===== config.mk =====
export PLATFORM = sky130hd
export DESIGN_NAME = ccm_mode_cfg
export DESIGN_NICKNAME = d
export VERILOG_FILES = /design/src/ccm_pkg.sv /design/src/ccm_input_cond.sv /design/src/ccm_mode_cfg.sv
export VERILOG_INCLUDE_DIRS = /design/src /design/src/src
export SDC_FILE = /design/constraint.sdc
export NUM_CORES = 1
export LEC_CHECK = 0
export ABC_CLOCK_PERIOD_IN_PS = 2700
export BUFFER_PORTS_ARGS = -buffer_cell sky130_fd_sc_hd__buf_2
export CORE_UTILIZATION = 40
export DETAILED_ROUTE_END_ITERATION = 8
export PLACE_DENSITY_LB_ADDON = 0.12
export SLEW_MARGIN = 10
export SYNTH_ARGS = -nofsm -noshare
export SYNTH_HDL_FRONTEND = slang
export SYNTH_SLANG_ARGS = --single-unit

===== constraint.sdc =====
create_clock -name clk_sys_in -period 2.7 [get_ports clk_sys_in]
set_input_delay 0 -clock clk_sys_in [delete_from_list [all_inputs] [get_ports clk_sys_in]]
set_output_delay 0 -clock clk_sys_in [all_outputs]
set_load 0.02 [all_outputs]

===== src/ccm_consts.svh =====
// Address map, reset values and layout constants of the channel mode block
//
// Overview of operation
// RL1 - Direction 00 makes an output; 01 own input; 10 neighbouring input.
// RL2 - Direction 11 captures from the selected internal trigger input.
// RL3 - Direction changes only while the channel enable is low.
// RL4 - Filter code sits in bits 7:4, used only for input channels.
// RL5 - Prescaler sits in bits 3:2, used only for input channels.
// RL6 - Fast enable bit 2, preload bit 3, used only for output channels.
// RL7 - Compare fields act on outputs only; capture fields on inputs only.
// RL8 - Non-direction bits are read by the current direction of the channel.
// RL9 - Each timer has its own channel three/four mode register, reset zero.
// RL10 - Filter code picks sample rate and count N; 0000 passes unfiltered.
// RL11 - Prescaler captures every edge, every 2, 4 or 8 events.
// RL12 - Compare mode: frozen, set, clear, toggle, force, two PWM modes.
// RL13 - Preload buffers compare writes until update event; else immediate.
// RL14 - Bits 31:16 read zero and ignore writes.
`ifndef CCM_CONSTS_SVH
`define CCM_CONSTS_SVH

// ----------------------------------------------------------------------
// Register addresses
// ----------------------------------------------------------------------
`define CCM_T1_MODE_ADDR 32'h4000e01c
`define CCM_T2_MODE_ADDR 32'h4000f01c
`define CCM_T1_CMP3_ADDR 32'h4000e03c
`define CCM_T1_CMP4_ADDR 32'h4000e040
`define CCM_T2_CMP3_ADDR 32'h4000f03c
`define CCM_T2_CMP4_ADDR 32'h4000f040

// ----------------------------------------------------------------------
// Reset values and layout
// ----------------------------------------------------------------------
`define CCM_MODE_RESET 8'h00
`define CCM_CMP_RESET 16'h0000
`define CCM_BYTE_W 8
`define CCM_REG_LOW_W 16
`define CCM_PRELOAD_BIT 1
`define CCM_FAST_BIT 0
`define CCM_RATE_N 6

`endif


===== src/ccm_pkg.sv =====
// Types shared by the channel mode block
package ccm_pkg;

	typedef enum logic [1:0] {
		CCM_DIR_OUT = 2'h0,
		CCM_DIR_OWN = 2'h1,
		CCM_DIR_NEIGH = 2'h2,
		CCM_DIR_TRIG = 2'h3
	} ccm_dir_t;

	typedef enum logic [2:0] {
		CCM_OC_FROZEN = 3'h0,
		CCM_OC_SET = 3'h1,
		CCM_OC_CLEAR = 3'h2,
		CCM_OC_TOGGLE = 3'h3,
		CCM_OC_FORCE_LOW = 3'h4,
		CCM_OC_FORCE_HIGH = 3'h5,
		CCM_OC_PWM1 = 3'h6,
		CCM_OC_PWM2 = 3'h7
	} ccm_ocm_t;

	// One channel byte: upper is filter or {0, compare mode},
	// middle is prescaler or {preload, fast}
	typedef struct packed {
		logic [3:0] upper;
		logic [1:0] middle;
		ccm_dir_t dir;
	} ccm_mode_t;

	// Filter decode: sample rate index (divide by 2**rate) and count N
	typedef struct packed {
		logic [2:0] rate;
		logic [3:0] count;
	} ccm_filt_t;

	// Per-timer signals from the counter and slave logic
	typedef struct packed {
		logic count_down;
		logic update_event;
		logic internal_trigger_input;
	} ccm_tmr_t;

endpackage


===== src/ccm_input_cond.sv =====
// Input filter, edge detect and event prescaler of one capture channel
`include "ccm_consts.svh"

module ccm_input_cond
	import ccm_pkg::*;
(
	// Clock and reset
	input wire logic clk_sys_in,
	input wire logic sys_rst_in,
	// Sample enables, bit k pulses once every 2**k clocks
	input wire logic [`CCM_RATE_N-1:0] sample_en_in,
	// Selected capture source, already in this clock domain
	input wire logic sig_in,
	// Settings
	input wire logic active_in,
	input wire logic [3:0] filter_in,
	input wire logic [1:0] prescaler_in,
	// Capture request
	output logic capture_out
);

	// ------------------------------------------------------------------
	// Filter code decode
	// ------------------------------------------------------------------
	function automatic ccm_filt_t filt_decode(input logic [3:0] code);
		ccm_filt_t f;
		f = '{rate: 3'h0, count: 4'h1};
		unique case (code)
			4'h0: f = '{rate: 3'h0, count: 4'h1};
			4'h1: f = '{rate: 3'h0, count: 4'h2};
			4'h2: f = '{rate: 3'h0, count: 4'h4};
			4'h3: f = '{rate: 3'h1, count: 4'h6};
			4'h4: f = '{rate: 3'h1, count: 4'h6};
			4'h5: f = '{rate: 3'h2, count: 4'h6};
			4'h6: f = '{rate: 3'h2, count: 4'h6};
			4'h7: f = '{rate: 3'h3, count: 4'h8};
			4'h8: f = '{rate: 3'h3, count: 4'h8};
			4'h9: f = '{rate: 3'h3, count: 4'h8};
			4'ha: f = '{rate: 3'h4, count: 4'h5};
			4'hb: f = '{rate: 3'h4, count: 4'h6};
			4'hc: f = '{rate: 3'h4, count: 4'h6};
			4'hd: f = '{rate: 3'h4, count: 4'h8};
			4'he: f = '{rate: 3'h5, count: 4'h6};
			4'hf: f = '{rate: 3'h5, count: 4'h8};
		endcase
		return f;
	endfunction

	logic filt_ff, nxt_filt;
	logic [3:0] run_ff, nxt_run;
	logic prev_ff, nxt_prev;
	logic [2:0] psc_ff, nxt_psc;
	logic cap_ff, nxt_cap;

	assign capture_out = cap_ff;

	// ------------------------------------------------------------------
	// Next state
	// ------------------------------------------------------------------
	always_comb begin
		ccm_filt_t f;
		logic edge_seen;
		logic [2:0] mask;
		f = filt_decode(filter_in);
		edge_seen = filt_ff & ~prev_ff;
		mask = 3'h0;
		nxt_filt = filt_ff;
		nxt_run = run_ff;
		nxt_prev = filt_ff;
		nxt_psc = psc_ff;
		nxt_cap = 1'b0;
		// Output flips only after N samples in a row disagree with it
		if (filter_in == 4'h0) begin
			nxt_filt = sig_in; // RL10
			nxt_run = 4'h0;
		end else if (sample_en_in[f.rate]) begin
			if (sig_in == filt_ff) begin
				nxt_run = 4'h0;
			end else if (run_ff + 4'h1 >= f.count) begin
				nxt_filt = sig_in; // RL10
				nxt_run = 4'h0;
			end else begin
				nxt_run = run_ff + 4'h1;
			end
		end
		unique case (prescaler_in)
			2'h0: mask = 3'h0; // RL11
			2'h1: mask = 3'h1;
			2'h2: mask = 3'h3;
			2'h3: mask = 3'h7;
		endcase
		if (!active_in) begin
			nxt_psc = 3'h0; // RL5
		end else if (edge_seen) begin
			nxt_cap = (psc_ff & mask) == mask; // RL11
			nxt_psc = (psc_ff + 3'h1) & mask;
		end
	end

	always_ff @(posedge clk_sys_in) begin
		if (sys_rst_in) begin
			filt_ff <= 1'b0;
			run_ff <= 4'h0;
			prev_ff <= 1'b0;
			psc_ff <= 3'h0;
			cap_ff <= 1'b0;
		end else begin
			filt_ff <= nxt_filt;
			run_ff <= nxt_run;
			prev_ff <= nxt_prev;
			psc_ff <= nxt_psc;
			cap_ff <= nxt_cap;
		end
	end

endmodule


===== src/ccm_mode_cfg.sv =====
// Channel three/four mode registers, compare and capture of two timers
//
// Chosen here: strobed register access.
`include "ccm_consts.svh"

module ccm_mode_cfg
	import ccm_pkg::*;
#(
	parameter int CNT_W = 16
)
(
	// Clock and reset
	input wire logic clk_sys_in,
	input wire logic sys_rst_in,
	// Register port
	input wire logic [31:0] reg_addr_in,
	input wire logic [31:0] reg_wdata_in,
	input wire logic reg_wr_in,
	input wire logic reg_rd_in,
	output logic [31:0] reg_rdata_out,
	// Timer side, index is the timer
	input wire logic [1:0][CNT_W-1:0] counter_in,
	input wire ccm_tmr_t [1:0] tmr_in,
	// Channel side, index is timer*2 + (channel-3)
	input wire logic [3:0] ch_channel_enable_in,
	input wire logic [3:0] timer_input_in,
	output logic [3:0] compare_reference_out,
	output logic [3:0] capture_event_out,
	output logic [3:0] chan_is_input_out
);

	// Compare values live in the low half of a register word
	if (CNT_W < 1 || CNT_W > `CCM_REG_LOW_W) begin : g_bad_cnt_w
		$error("CNT_W must lie between 1 and 16");
	end

	// ------------------------------------------------------------------
	// Address decode
	// ------------------------------------------------------------------
	// Returns a one-hot channel for a compare address, zero otherwise
	function automatic logic [3:0] cmp_hit(input logic [31:0] a);
		cmp_hit = {a == `CCM_T2_CMP4_ADDR, a == `CCM_T2_CMP3_ADDR,
			a == `CCM_T1_CMP4_ADDR, a == `CCM_T1_CMP3_ADDR};
	endfunction

	// Returns a one-hot timer for a mode register address
	function automatic logic [1:0] mode_hit(input logic [31:0] a);
		mode_hit = {a == `CCM_T2_MODE_ADDR, a == `CCM_T1_MODE_ADDR};
	endfunction

	// ------------------------------------------------------------------
	// Field helpers
	// ------------------------------------------------------------------
	// Active level of PWM mode 1; mode 2 is its inverse
	function automatic logic pwm_active(input logic down,
		input logic [CNT_W-1:0] cnt, input logic [CNT_W-1:0] cmp);
		if (down) begin
			pwm_active = cnt <= cmp;
		end else begin
			pwm_active = cnt < cmp;
		end
	endfunction

	// Packs the two channel bytes of one timer, upper half reads zero
	function automatic logic [31:0] mode_word(input ccm_mode_t lo,
		input ccm_mode_t hi);
		mode_word = {16'h0000, hi, lo}; // RL14
	endfunction

	// Byte kept by a mode write: a locked channel keeps its direction,
	// and bit 7 of an output channel has no field and stays zero
	function automatic ccm_mode_t wr_byte(input ccm_mode_t cur,
		input ccm_mode_t req, input logic locked);
		wr_byte = req;
		if (locked) begin
			wr_byte.dir = cur.dir; // RL3
		end
		if (wr_byte.dir == CCM_DIR_OUT) begin
			wr_byte.upper[3] = 1'b0; // RL14
		end
	endfunction

	// ------------------------------------------------------------------
	// State
	// ------------------------------------------------------------------
	ccm_mode_t mode_ff [4];
	ccm_mode_t nxt_mode [4];
	logic [CNT_W-1:0] buf_ff [4];
	logic [CNT_W-1:0] nxt_buf [4];
	logic [CNT_W-1:0] act_ff [4];
	logic [CNT_W-1:0] nxt_act [4];
	logic [3:0] ref_ff, nxt_ref;
	logic [3:0] cap_ff, nxt_cap;
	logic [3:0] in_ff, nxt_in;
	logic [31:0] rdata_ff, nxt_rdata;
	logic [`CCM_RATE_N-2:0] div_ff, nxt_div;
	logic [3:0] sync1_ff, nxt_sync1;
	logic [3:0] sync2_ff, nxt_sync2;
	logic [`CCM_RATE_N-1:0] sample_en;
	logic [3:0] src_sel;
	logic [3:0] cap_req;

	assign reg_rdata_out = rdata_ff;
	assign compare_reference_out = ref_ff;
	assign capture_event_out = cap_ff;
	assign chan_is_input_out = in_ff;

	// ------------------------------------------------------------------
	// Pin synchroniser and sample rate divider
	// ------------------------------------------------------------------
	// The first flop is read by the second one only
	always_comb begin
		nxt_sync1 = timer_input_in;
		nxt_sync2 = sync1_ff;
	end

	always_ff @(posedge clk_sys_in) begin
		if (sys_rst_in) begin
			sync1_ff <= 4'h0;
			sync2_ff <= 4'h0;
		end else begin
			sync1_ff <= nxt_sync1;
			sync2_ff <= nxt_sync2;
		end
	end

	// Enable k is high when the low k divider bits are all ones
	always_comb begin
		nxt_div = div_ff + 5'h01;
		sample_en[0] = 1'b1;
		for (int k = 1; k < `CCM_RATE_N; k++) begin
			sample_en[k] = sample_en[k-1] & div_ff[k-1];
		end
	end

	always_ff @(posedge clk_sys_in) begin
		if (sys_rst_in) begin
			div_ff <= 5'h00;
		end else begin
			div_ff <= nxt_div;
		end
	end

	// ------------------------------------------------------------------
	// Capture source selection and conditioning
	// ------------------------------------------------------------------
	always_comb begin
		for (int i = 0; i < 4; i++) begin
			unique case (mode_ff[i].dir)
				CCM_DIR_OUT: src_sel[i] = 1'b0; // RL1
				CCM_DIR_OWN: src_sel[i] = sync2_ff[i]; // RL1
				CCM_DIR_NEIGH: src_sel[i] = sync2_ff[i^1]; // RL1
				CCM_DIR_TRIG: src_sel[i] =
					tmr_in[i/2].internal_trigger_input; // RL2
			endcase
		end
	end

	for (genvar g = 0; g < 4; g++) begin : g_chan
		ccm_input_cond u_cond (
			.clk_sys_in(clk_sys_in),
			.sys_rst_in(sys_rst_in),
			.sample_en_in(sample_en),
			.sig_in(src_sel[g]),
			.active_in(mode_ff[g].dir != CCM_DIR_OUT), // RL7
			.filter_in(mode_ff[g].upper), // RL4
			.prescaler_in(mode_ff[g].middle), // RL5
			.capture_out(cap_req[g])
		);
	end

	// ------------------------------------------------------------------
	// Mode registers, compare values and reference outputs
	// ------------------------------------------------------------------
	always_comb begin
		ccm_mode_t wm;
		logic out_mode;
		logic preload;
		logic fast;
		logic hit;
		logic lvl;
		logic [CNT_W-1:0] cnt;
		logic [1:0] mh;
		logic [3:0] ch;
		wm = '0;
		out_mode = 1'b0;
		preload = 1'b0;
		fast = 1'b0;
		hit = 1'b0;
		lvl = 1'b0;
		cnt = '0;
		mh = mode_hit(reg_addr_in);
		ch = cmp_hit(reg_addr_in);
		for (int i = 0; i < 4; i++) begin
			cnt = counter_in[i/2];
			nxt_mode[i] = mode_ff[i];
			nxt_buf[i] = buf_ff[i];
			nxt_act[i] = act_ff[i];
			// Only the low 16 bits are stored
			if (reg_wr_in && mh[i/2]) begin
				wm = reg_wdata_in[(i%2)*`CCM_BYTE_W +: `CCM_BYTE_W]; // RL14
				nxt_mode[i] = wr_byte(mode_ff[i], wm, // RL9
					ch_channel_enable_in[i]);
			end
			out_mode = mode_ff[i].dir == CCM_DIR_OUT; // RL8
			preload = out_mode && mode_ff[i].middle[`CCM_PRELOAD_BIT]; // RL6
			fast = out_mode && mode_ff[i].middle[`CCM_FAST_BIT]; // RL6
			if (reg_wr_in && ch[i]) begin
				nxt_buf[i] = reg_wdata_in[CNT_W-1:0];
				if (!preload) begin
					nxt_act[i] = reg_wdata_in[CNT_W-1:0]; // RL13
				end
			end
			if (preload && tmr_in[i/2].update_event) begin
				nxt_act[i] = buf_ff[i]; // RL13
			end
			// A capture wins over a software write in the same cycle
			if (!out_mode && cap_req[i]) begin
				nxt_buf[i] = cnt; // RL7
				nxt_act[i] = cnt;
			end
			hit = cnt == act_ff[i];
			lvl = ref_ff[i];
			unique case (ccm_ocm_t'(mode_ff[i].upper[2:0])) // RL12
				CCM_OC_FROZEN: lvl = ref_ff[i];
				CCM_OC_SET: lvl = hit ? 1'b1 : ref_ff[i];
				CCM_OC_CLEAR: lvl = hit ? 1'b0 : ref_ff[i];
				CCM_OC_TOGGLE: lvl = hit ? ~ref_ff[i] : ref_ff[i];
				CCM_OC_FORCE_LOW: lvl = 1'b0;
				CCM_OC_FORCE_HIGH: lvl = 1'b1;
				CCM_OC_PWM1: begin
					lvl = pwm_active(tmr_in[i/2].count_down, cnt,
						act_ff[i]);
					if (fast && tmr_in[i/2].internal_trigger_input) begin
						lvl = 1'b0; // RL6
					end
				end
				CCM_OC_PWM2: begin
					lvl = !pwm_active(tmr_in[i/2].count_down, cnt,
						act_ff[i]);
					if (fast && tmr_in[i/2].internal_trigger_input) begin
						lvl = 1'b1; // RL6
					end
				end
			endcase
			nxt_ref[i] = out_mode ? lvl : 1'b0; // RL7
			nxt_cap[i] = !out_mode && cap_req[i];
			nxt_in[i] = !out_mode;
		end
	end

	always_ff @(posedge clk_sys_in) begin
		if (sys_rst_in) begin
			for (int i = 0; i < 4; i++) begin
				mode_ff[i] <= `CCM_MODE_RESET; // RL9
				buf_ff[i] <= CNT_W'(`CCM_CMP_RESET);
				act_ff[i] <= CNT_W'(`CCM_CMP_RESET);
			end
			ref_ff <= 4'h0;
			cap_ff <= 4'h0;
			in_ff <= 4'h0;
		end else begin
			for (int i = 0; i < 4; i++) begin
				mode_ff[i] <= nxt_mode[i];
				buf_ff[i] <= nxt_buf[i];
				act_ff[i] <= nxt_act[i];
			end
			ref_ff <= nxt_ref;
			cap_ff <= nxt_cap;
			in_ff <= nxt_in;
		end
	end

	// ------------------------------------------------------------------
	// Read path, data valid in the cycle after the strobe only
	// ------------------------------------------------------------------
	always_comb begin
		logic [1:0] mh;
		logic [3:0] ch;
		mh = mode_hit(reg_addr_in);
		ch = cmp_hit(reg_addr_in);
		nxt_rdata = 32'h0000_0000;
		if (reg_rd_in) begin
			if (mh[0]) begin
				nxt_rdata = mode_word(mode_ff[0], mode_ff[1]); // RL14
			end else if (mh[1]) begin
				nxt_rdata = mode_word(mode_ff[2], mode_ff[3]); // RL14
			end
			for (int i = 0; i < 4; i++) begin
				if (ch[i]) begin
					nxt_rdata = 32'(buf_ff[i]);
				end
			end
		end
	end

	always_ff @(posedge clk_sys_in) begin
		if (sys_rst_in) begin
			rdata_ff <= 32'h0000_0000;
		end else begin
			rdata_ff <= nxt_rdata;
		end
	end

endmodule


==> reports/metrics.csv, run 1 <==
metric;value;unit
Yosys top cell area share;0.317;
fraction of layout cells with a size suffix above 1;0.159;
Bufs on Longest Clock Path;3;
H-tree depth;1;
fmax;0.387;GHz
Setup crit start kind;flip-flop;
crit path capture type;flip-flop;
total track usage;0.268;
worst-path maximum fanout;3;
Power Dens Cells;440;mW/mm²
Setup violations, final;0;
Layout area overhead;22.2;%
FF+latch count, synth;241;
Via Count;14750;
Hold Crit Depth;3;
Final min period;2580;ps
Antenna Violating Nets Remaining;0;
Routed Wire Length;52300;µm
placed cell area;0.0168;mm²
WP data required;3160;ps
TritonCTS Sinks;241;
Slew Limit Fails;0;
mapped cell area;0.0152;mm²
Die W;197;µm
VDD IR max;0.000436;V
Ports;158;
synthesized area per cell;7.88;µm²
Core Util, Final;0.495;
sequential area share after synthesis;0.317;
status;finished clean;
Setup Crit Path Kind;flip-flop to flip-flop;
vias in the first global route;14142;
initial antenna violation count;1;
Final period util;0.957;
slew margin rel.;0.427;
CTS tree;done;
Num CTS Buffers;29;
Slew @ Worst Pin;860;ps
Worst Reg-to-Reg Cells;8;
die area;0.0388;mm²
Worst EP arrival;3040;ps
I/O Buffers;125;
Synth Flop Type;dfxtp_1;
Clock Pin Slew Worst Setup and Hold Paths;70;ps
FP Rows;71;
Remaining DRCs;0;
Mapped Cells;1929;
yosys warns;0;
starting density of the core;0.405;
P_leak;7.10;nW
Final Skew;11.8;ps
fill count;3712;
Post-synth EDFFs;0;
largest cells by area after synthesis;dfxtp_1 32%, ha_1 10%, nand2_1 8.4%, mux2i_1 6.1%, nor2_1 4.9%;
Placer Congestion;0.905;
gr ovfl total;0;
Max-Cap Viols;0;
total power;8.17;mW
Cell variety after synth;80;
Final nets;2378;
routed len/inst;19.6;µm
dpl hpwl;37500;µm
fin area;0.0186;mm²
Vert. Die Dim;197;µm
largest net degree at the start of global routing;111;
ys async rst share;0;
DR iter-0 viols;1102;
First-pass DRT Iterations;5;
root buffer cell;clkbuf_16;
Hold Path Class;input port to flip-flop;
Hold Fails Final Rpt;0;
post-synth top area cell;dfxtp_1;
global-route wire length before repair;80800;µm
Core ar.;0.0375;mm²
drt via density;5.52;
Clk Latency, worst-skew pair;570;ps
==> final timing paths <==
| check | start | end | slack [ps] |
|---|---|---|---|
| worst max-delay path | act_ff[1][14] | compare_reference_out[1] | 120 |
| worst min-delay path | reg_addr_in[12] | reg_rdata_out[11] | 50 |
| worst min register to register | nxt_sync2[2] | sync2_ff[2] | 450 |
| worst max register to register | act_ff[1][14] | compare_reference_out[1] | 120 |
==> worst max-delay path: stages (launching register included) <==
cell,delay [ps]
dfxtp_1,330
inv_1,50
ha_1,310
a21oi_1,170
nand2_1,70
a221o_1,340
o31ai_1,540
mux2_2,400
o221a_2,260
==> sequential cells by signal (all words and copies together), names as in the netlist, 5 cells and up <==
| name | flops |
|---|---|
| div_ff | 5 |
| buf_ff | 64 |
| g_chan.u_cond.run_ff | 16 |
| g_chan.u_cond.psc_ff | 12 |
| mode_ff | 32 |
| reg_rdata_out | 16 |
| act_ff | 64 |
==> placed cells by master (no fill, tap or decap), types with 9 or more instances in the layout <==
master and n:
a31oi_1 45, nor2_1 197, nor3_1 44, a311oi_1 48, nor4_1 12, dlygate4sd3_1 78, mux2i_1 92, dfxtp_1 233
nand2b_1 15, ha_1 122, a211oi_1 33, nand4_1 17, a2111oi_0 14, conb_1 16, nor2b_1 38, a21oi_1 135
and2_1 11, o21ai_0 44, a311o_1 32, a21o_1 15, buf_4 100, nand3_1 29, nand2_1 339, o31ai_1 9
clkbuf_16 29, buf_2 124, inv_1 84
==> power by group <==
| group | internal [mW] | switching [mW] |
|---|---|---|
| clock network | 2.31 | 1.66 |
| registers | 3.56 | 0.00472 |
| logic | 0.238 | 0.392 |
| total | 6.11 | 2.06 |
==> per-layer routing <==
layer | GRT usage | vias to the layer above | share of wire
met1 | 0.366 | 6915 | 0.46
met4 | 0.0988 | 0 | 0.038
met5 | 0 | - | 0
met3 | 0.0371 | 105 | 0.060
li1 | - | 7254 | -
met2 | 0.428 | 476 | 0.45
==> metrics by stage <==
stage,setup TNS [ps],hold WS (ps),std cells,setup WS (ps)
after floorplan,0,128,1944,22.3
after CTS,0,27.6,2667,12.9
after global routing,-6.35,43.8,2670,-6.35
final,0,52.6,2670,116
after detailed placement,0,212,2539,18.6
after global placement,0,215,2539,78.0
==> final cells by class <==
class	instances	area, µm²	share of cell area
Multi-Input combinational cell	1472	9530	0.513
Sequential cell	241	4840	0.261
Timing Repair Buffer	309	2280	0.123
Clock buffer	33	761	0.0410
Tap cell	511	639	0.0344
Inverter	86	323	0.0174
Clock inverter	17	186	0.0100
Antenna cell	1	2.50	0.000135
==> synth_stat cells (all sizes together) (3+ instances only) <==
cell type and n:
nand2 339, dfxtp 241, nor2 200, a21oi 136
ha 125, clkbuf 107, mux2i 92, inv 86
a311oi 49, o21ai 48, a31oi 47, nor3 45
buf 38, nor2b 38, a211oi 37, a311o 32
nand3 29, nand4 20, a21o 15, nand2b 15
a2111oi 14, nor4 14, and2 11, o31ai 9
a21boi 8, nand3b 8, nor3b 8, xnor2 8
a22oi 7, and3 7, o221a 7, mux2 6
o211a 6, o211ai 6, o21bai 6, or3b 6
xor2 6, or3 5, and4 4, nand4b 4
a31o 3, nor4b 3, o2111ai 3, o221ai 3
or2 3
==> cells by family (layout without fill, tap and decap cells) <==
kind of cell,Yosys count,count (layout),share of synthesized area
buffers and inverters,231,445,0.0657
AND/OR/NAND/NOR,768,768,0.235
AO/OA/AOI/OAI,451,451,0.206
flip-flops,241,241,0.317
multiplexers,98,98,0.0650
other,1,17,0.000247
XOR/XNOR,14,14,0.00807
adder cells (fa/ha/maj),125,125,0.103
==> repair_timing <==
action                                  4_1_cts  5_1_grt
gates resized for setup                       0       22
hold endpoints to repair                    140        0
endpoints found under the setup margin        0        9
hold buffers                                 78        0
buffers inserted                              0        2
No activity file was read; power rests on OpenSTA's default activity.
==> inputs of run 2 (changes only) <==
- RECOVER_POWER: unset -> 25
==> reports/metrics.csv, run 2 (synthesis gave the netlist of run 1 again) <==
metric;value;unit;change
status;finished clean;;
worst-path maximum fanout;3;;unchanged
Setup violations, final;0;;unchanged
Combinational Power Share;0.077;;about the same
Final Skew;10.8;ps;-1.02 ps
TritonCTS Sinks;241;;unchanged
fill count;3739;;+0.73%
placed cell area;0.0168;mm²;unchanged
slowest cell on the critical path;o31ai_1;;
Slew Limit Fails;0;;unchanged
Final period util;0.966;;+0.00851
Worst Reg-to-Reg Cells;8;;unchanged
Remaining DRCs;0;;unchanged
Post-Place Worst Slack;18.6;ps;unchanged
total track usage;0.268;;unchanged
commonest non-fill, non-tap cell in the layout;nand2_1;;
slew margin rel.;0.0713;;-0.355
DR iter-0 viols;1209;;+9.7%
Int Pwr;6.10;mW;about the same
Sw Share;0.252;;about the same
Num CTS Buffers;29;;unchanged
routed len/inst;19.6;µm;+0.20%
Hold Path Class;input port to flip-flop;;
sequential share of power;0.437;;about the same
dpl hpwl;37500;µm;unchanged
P_leak;6.94;nW;-2.2%
die area;0.0388;mm²;unchanged
Via Count;14757;;+0.047%
CP Launch Point;act_ff[1][14];;
Final min period;2610;ps;+23.0 ps
Layout area overhead;21.6;%;
starting density of the core;0.405;;unchanged
First-pass DRT Iterations;5;;unchanged
Core Util, Final;0.493;;-0.00224
sw power;2.06;mW;about the same
Reg2Reg Setup Slack;90;ps;-20 ps
Clk Latency, worst-skew pair;570;ps;about the same
CTS tree;done;;
Routed Wire Length;52400;µm;+0.20%
Clock Pin Slew Worst Setup and Hold Paths;70;ps;about the same
final setup margin;92.6;ps;-23.0 ps
Setup crit start kind;flip-flop;;
cells along the critical path;inv_1 -> ha_1 -> a21oi_1 -> nand2_1 -> a221o_1 -> o31ai_1 -> mux2_2 -> o221a_2;;
VDD IR max;0.000439;V;+0.72%
FP Rows;71;;unchanged
vias in the first global route;14142;;unchanged
Worst EP arrival;3060;ps;+20 ps
Slew @ Worst Pin;1390;ps;+533 ps
Power Dens Cells;442;mW/mm²;+0.41%
Hold Crit Depth;3;;unchanged
Bufs on Longest Clock Path;3;;unchanged
initial antenna violation count;1;;unchanged
Ports;158;;unchanged
root buffer cell;clkbuf_16;;
global-route wire length before repair;80800;µm;unchanged
drt via density;5.53;;about the same
Vert. Die Dim;197;µm;unchanged
crit-path max cell delay;560;ps;+20 ps
Die W;197;µm;unchanged
Max-Cap Viols;0;;unchanged
hold endpoint;reg_rdata_out[11];;
Core ar.;0.0375;mm²;unchanged
fin area;0.0185;mm²;-0.45%
min-delay src;reg_addr_in[12];;
largest net degree at the start of global routing;111;;unchanged
H-tree depth;1;;unchanged
fraction of layout cells with a size suffix above 1;0.143;;-0.0167
commonest non-fill, non-tap cells in the layout;339 x nand2_1, 233 x dfxtp_1, 198 x nor2_1;;
Final nets;2378;;unchanged
Placer Congestion;0.905;;unchanged
reg2reg start;act_ff[1][14];;
Clock power frac;0.487;;about the same
RR Endpoint;compare_reference_out[1];;
biggest regs;act_ff x64, buf_ff x64, mode_ff x32;;
Hold Fails Final Rpt;0;;unchanged
gr ovfl total;0;;unchanged
WP data required;3150;ps;about the same
Antenna Violating Nets Remaining;0;;unchanged
Setup Crit Path Kind;flip-flop to flip-flop;;
fmax;0.384;GHz;-0.88%
crit path capture type;flip-flop;;
I/O Buffers;125;;unchanged
[run 2: changes by cell type in the layout (fill, tap and decap cells not counted), moves of 2 or more]
cell and delta:
buf_4 -6, buf_2 -28, clkbuf_1 +33, and2_1 -2, and2_0 +2
[run 2: final cells by class]
class / count / area, µm² / share of cell area
flip-flops and latches: 241 / 4840 / 0.262
repair buffers: 309 / 2210 / 0.120
diodes: 1 / 2.50 / 0.000135
inverters: 86 / 323 / 0.0175
well taps: 511 / 639 / 0.0346
multi-input cells: 1472 / 9520 / 0.515
clock inverters: 17 / 186 / 0.0101
clock buffers: 33 / 761 / 0.0412
[run 2: power by group through the flow]
| stage | Clock [mW] | Sequential [mW] | Combinational [mW] |
|---|---|---|---|
| floorplan | 0 | 3.65 | 0.298 |
| global placement | 0 | 3.65 | 0.545 |
| detailed placement | 0 | 3.65 | 0.550 |
| CTS | 4.05 | 3.57 | 0.624 |
| global route | 4.18 | 3.57 | 0.676 |
| finish | 3.97 | 3.57 | 0.625 |
[run 2: how the worst max path moves through the flow]
stage | endpoint | cells past startpoint
6_report | compare_reference_out[1] | 8
3_5_place_dp | g_chan[2].u_cond.run_ff[0] | 12
5_1_grt | g_chan[1].u_cond.run_ff[3] | 11
4_1_cts | g_chan[0].u_cond.run_ff[3] | 11
3_3_place_gp | g_chan[0].u_cond.run_ff[3] | 11
2_1_floorplan | g_chan[2].u_cond.run_ff[0] | 11
[run 2: what timing repair did]
item	4_1_cts	5_1_grt
setup endpoints to repair	0	9
resized for setup	0	22
hold buffers	78	0
hold endpoints to repair	140	0
buffers inserted	0	2
[run 2: critical path: cells and delay by family (launching register included)]
kind	cells	cell delay (ps)
compound gates	4	1340
mux	1	400
flops	1	330
fa+ha+maj	1	300
simple gates	1	70
buf+inv	1	50
[run 2: metrics by stage]
stage / total power, mW / TNS (ps) / instances / hold slack, ps
2_1_floorplan: 3.95 / 0 / 1944 / 128
3_3_place_gp: 4.19 / 0 / 2539 / 215
3_5_place_dp: 4.20 / 0 / 2539 / 212
4_1_cts: 8.24 / 0 / 2667 / 27.6
5_1_grt: 8.42 / -6.35 / 2670 / 43.8
6_report: 8.17 / 0 / 2670 / 56.6
[run 2: routing by layer]
layer	track usage	vias to the layer above	share of wire
met2	0.428	462	0.45
li1	-	7249	-
met1	0.366	6951	0.46
met4	0.0988	0	0.036
met3	0.0371	95	0.057
met5	0	-	0
==> inputs of run 3 (changes only) <==
- CORE_MARGIN: unset -> 4
==> reports/metrics.csv, run 3 (synthesis gave the netlist of run 1 again) <==
metric;value;unit;change
status;finished clean;;
total track usage;0.247;;-0.0204
gr ovfl total;0;;unchanged
Sw Share;0.243;;-0.00928
cells along the critical path;inv_1 -> ha_1 -> nand4_1 -> nor4_1 -> buf_4 -> nand3_1 -> o31ai_2 -> mux2_2 -> o221a_2;;
placed cell area;0.0168;mm²;+0.22%
sequential share of power;0.432;;-0.005
Max-Cap Viols;0;;unchanged
Die W;203;µm;+3.0%
Setup Crit Path Kind;flip-flop to flip-flop;;
TritonCTS Sinks;241;;unchanged
fraction of layout cells with a size suffix above 1;0.148;;+0.00573
Total Neg Setup Slack;0;ps;unchanged
fmax;0.391;GHz;+1.8%
Via Count;14814;;+0.39%
routed len/inst;19.8;µm;+0.72%
crit path capture type;flip-flop;;
Combinational Power Share;0.076;;about the same
fin area;0.0186;mm²;+0.49%
Slew Limit Fails;0;;unchanged
vias in the first global route;14124;;-0.13%
Power Dens Cells;445;mW/mm²;+0.63%
Placer Congestion;0.928;;+2.6%
Int Pwr;6.25;mW;+2.4%
Core ar.;0.0376;mm²;+0.24%
Worst EP arrival;3030;ps;-30 ps
dpl hpwl;38600;µm;+2.9%
Final nets;2389;;+0.46%
sw power;2.01;mW;-2.6%
Final Skew;25.7;ps;+14.9 ps
slowest cell on the critical path;nor4_1;;
commonest non-fill, non-tap cell in the layout;nand2_1;;
Final min period;2560;ps;-46.8 ps
Bufs on Longest Clock Path;3;;unchanged
P_leak;7.00;nW;+0.74%
VDD IR max;0.000438;V;-0.22%
Core Util, Final;0.494;;+0.00127
Remaining DRCs;0;;unchanged
WHS;14.4;ps;-42.2 ps
Layout area overhead;22.2;%;
final setup margin;139;ps;+46.8 ps
Clock Pin Slew Worst Setup and Hold Paths;60;ps;about the same
I/O Buffers;125;;unchanged
Post-Place Worst Slack;17.9;ps;-0.700 ps
initial antenna violation count;0;;-1
Hold Fails Final Rpt;0;;unchanged
global-route wire length before repair;80900;µm;about the same
Antenna Violating Nets Remaining;0;;unchanged
dpl cells;2549;;+0.39%
drt via density;5.53;;about the same
commonest non-fill, non-tap cells in the layout;339 x nand2_1, 233 x dfxtp_1, 198 x nor2_1;;
First-pass DRT Iterations;5;;unchanged
Vert. Die Dim;203;µm;+3.0%
die area;0.0412;mm²;+6.2%
total power;8.26;mW;+1.1%
worst-path maximum fanout;3;;unchanged
largest net degree at the start of global routing;93;;-16%
CTS tree;done;;
crit-path max cell delay;440;ps;-120 ps
Num CTS Buffers;29;;unchanged
non-filler cells, final;2681;;+0.41%
biggest regs;act_ff x64, buf_ff x64, mode_ff x32;;
Slew @ Worst Pin;1170;ps;-227 ps
Hold Path Class;input port to flip-flop;;
DR iter-0 viols;1188;;-1.7%
Routed Wire Length;53000;µm;+1.1%
FP Rows;71;;unchanged
slew margin rel.;0.223;;+0.152
H-tree depth;1;;unchanged
starting density of the core;0.404;;-0.000958
Setup crit start kind;flip-flop;;
root buffer cell;clkbuf_16;;
Setup violations, final;0;;unchanged
Clk Latency, worst-skew pair;570;ps;about the same
WP data required;3170;ps;+20 ps
Final period util;0.948;;-0.0173
Ports;158;;unchanged
Clock power frac;0.491;;+0.004
-- run 3: cell count changes in the layout (fill, tap and decap cells not counted), moves of 2 or more --
cell,change
clkinv_4,-3
buf_12,-3
clkbuf_8,+6
a21oi_1,-2
inv_6,-2
buf_4,+14
a21oi_2,+2
-- run 3: layout make-up --
| type | count | area (µm²) |
|---|---|---|
| fillers | 3714 | 19000 |
| multi-input cells | 1472 | 9540 |
| flip-flops and latches | 241 | 4840 |
| repair buffers | 320 | 2260 |
| clock buffers | 39 | 843 |
| well taps | 511 | 639 |
| inverters | 86 | 323 |
| clock inverters | 11 | 135 |
| diodes | 1 | 2.50 |
-- run 3: metal layers --
metal  track usage  vias to the layer above  routed length, µm
met4        0.0694                        0               1640
met5             0                        -                  0
met1         0.344                     6991              24300
li1              -                     7287                  -
met2         0.404                      443              24100
met3        0.0332                       93               2980
-- run 3: worst max-delay path: cells and delay by family (launching register included) --
family	cells	cell delay, ps
compound gates	2	410
simple gates	3	770
fa+ha+maj	1	300
mux	1	380
buf+inv	2	250
flops	1	330
-- run 3: power groups by stage --
stage | Clock (mW) | Sequential, mW | Combinational (mW)
after floorplan | 0 | 3.65 | 0.298
after global placement | 0 | 3.65 | 0.550
after detailed placement | 0 | 3.65 | 0.555
after CTS | 4.14 | 3.57 | 0.627
after global routing | 4.28 | 3.57 | 0.682
final | 4.06 | 3.57 | 0.632
-- run 3: worst paths after layout --
kind | slack (ps) | start | endpoint | cells past startpoint
max | 140 | act_ff[1][11] | compare_reference_out[1] | 9
min | 10 | tmr_in[3] | compare_reference_out[3] | 5
max reg2reg | 140 | act_ff[1][11] | compare_reference_out[1] | 9
min reg2reg | 450 | act_ff[0][14] | act_ff[0][14] | 2
-- run 3: repair_timing --
action | CTS | global route
hold buffers | 78 | 0
resized for setup | 1 | 26
pin swaps | 1 | 6
buffers inserted | 0 | 3
endpoints found under the setup margin | 2 | 11
endpoints found under the hold margin | 146 | 0
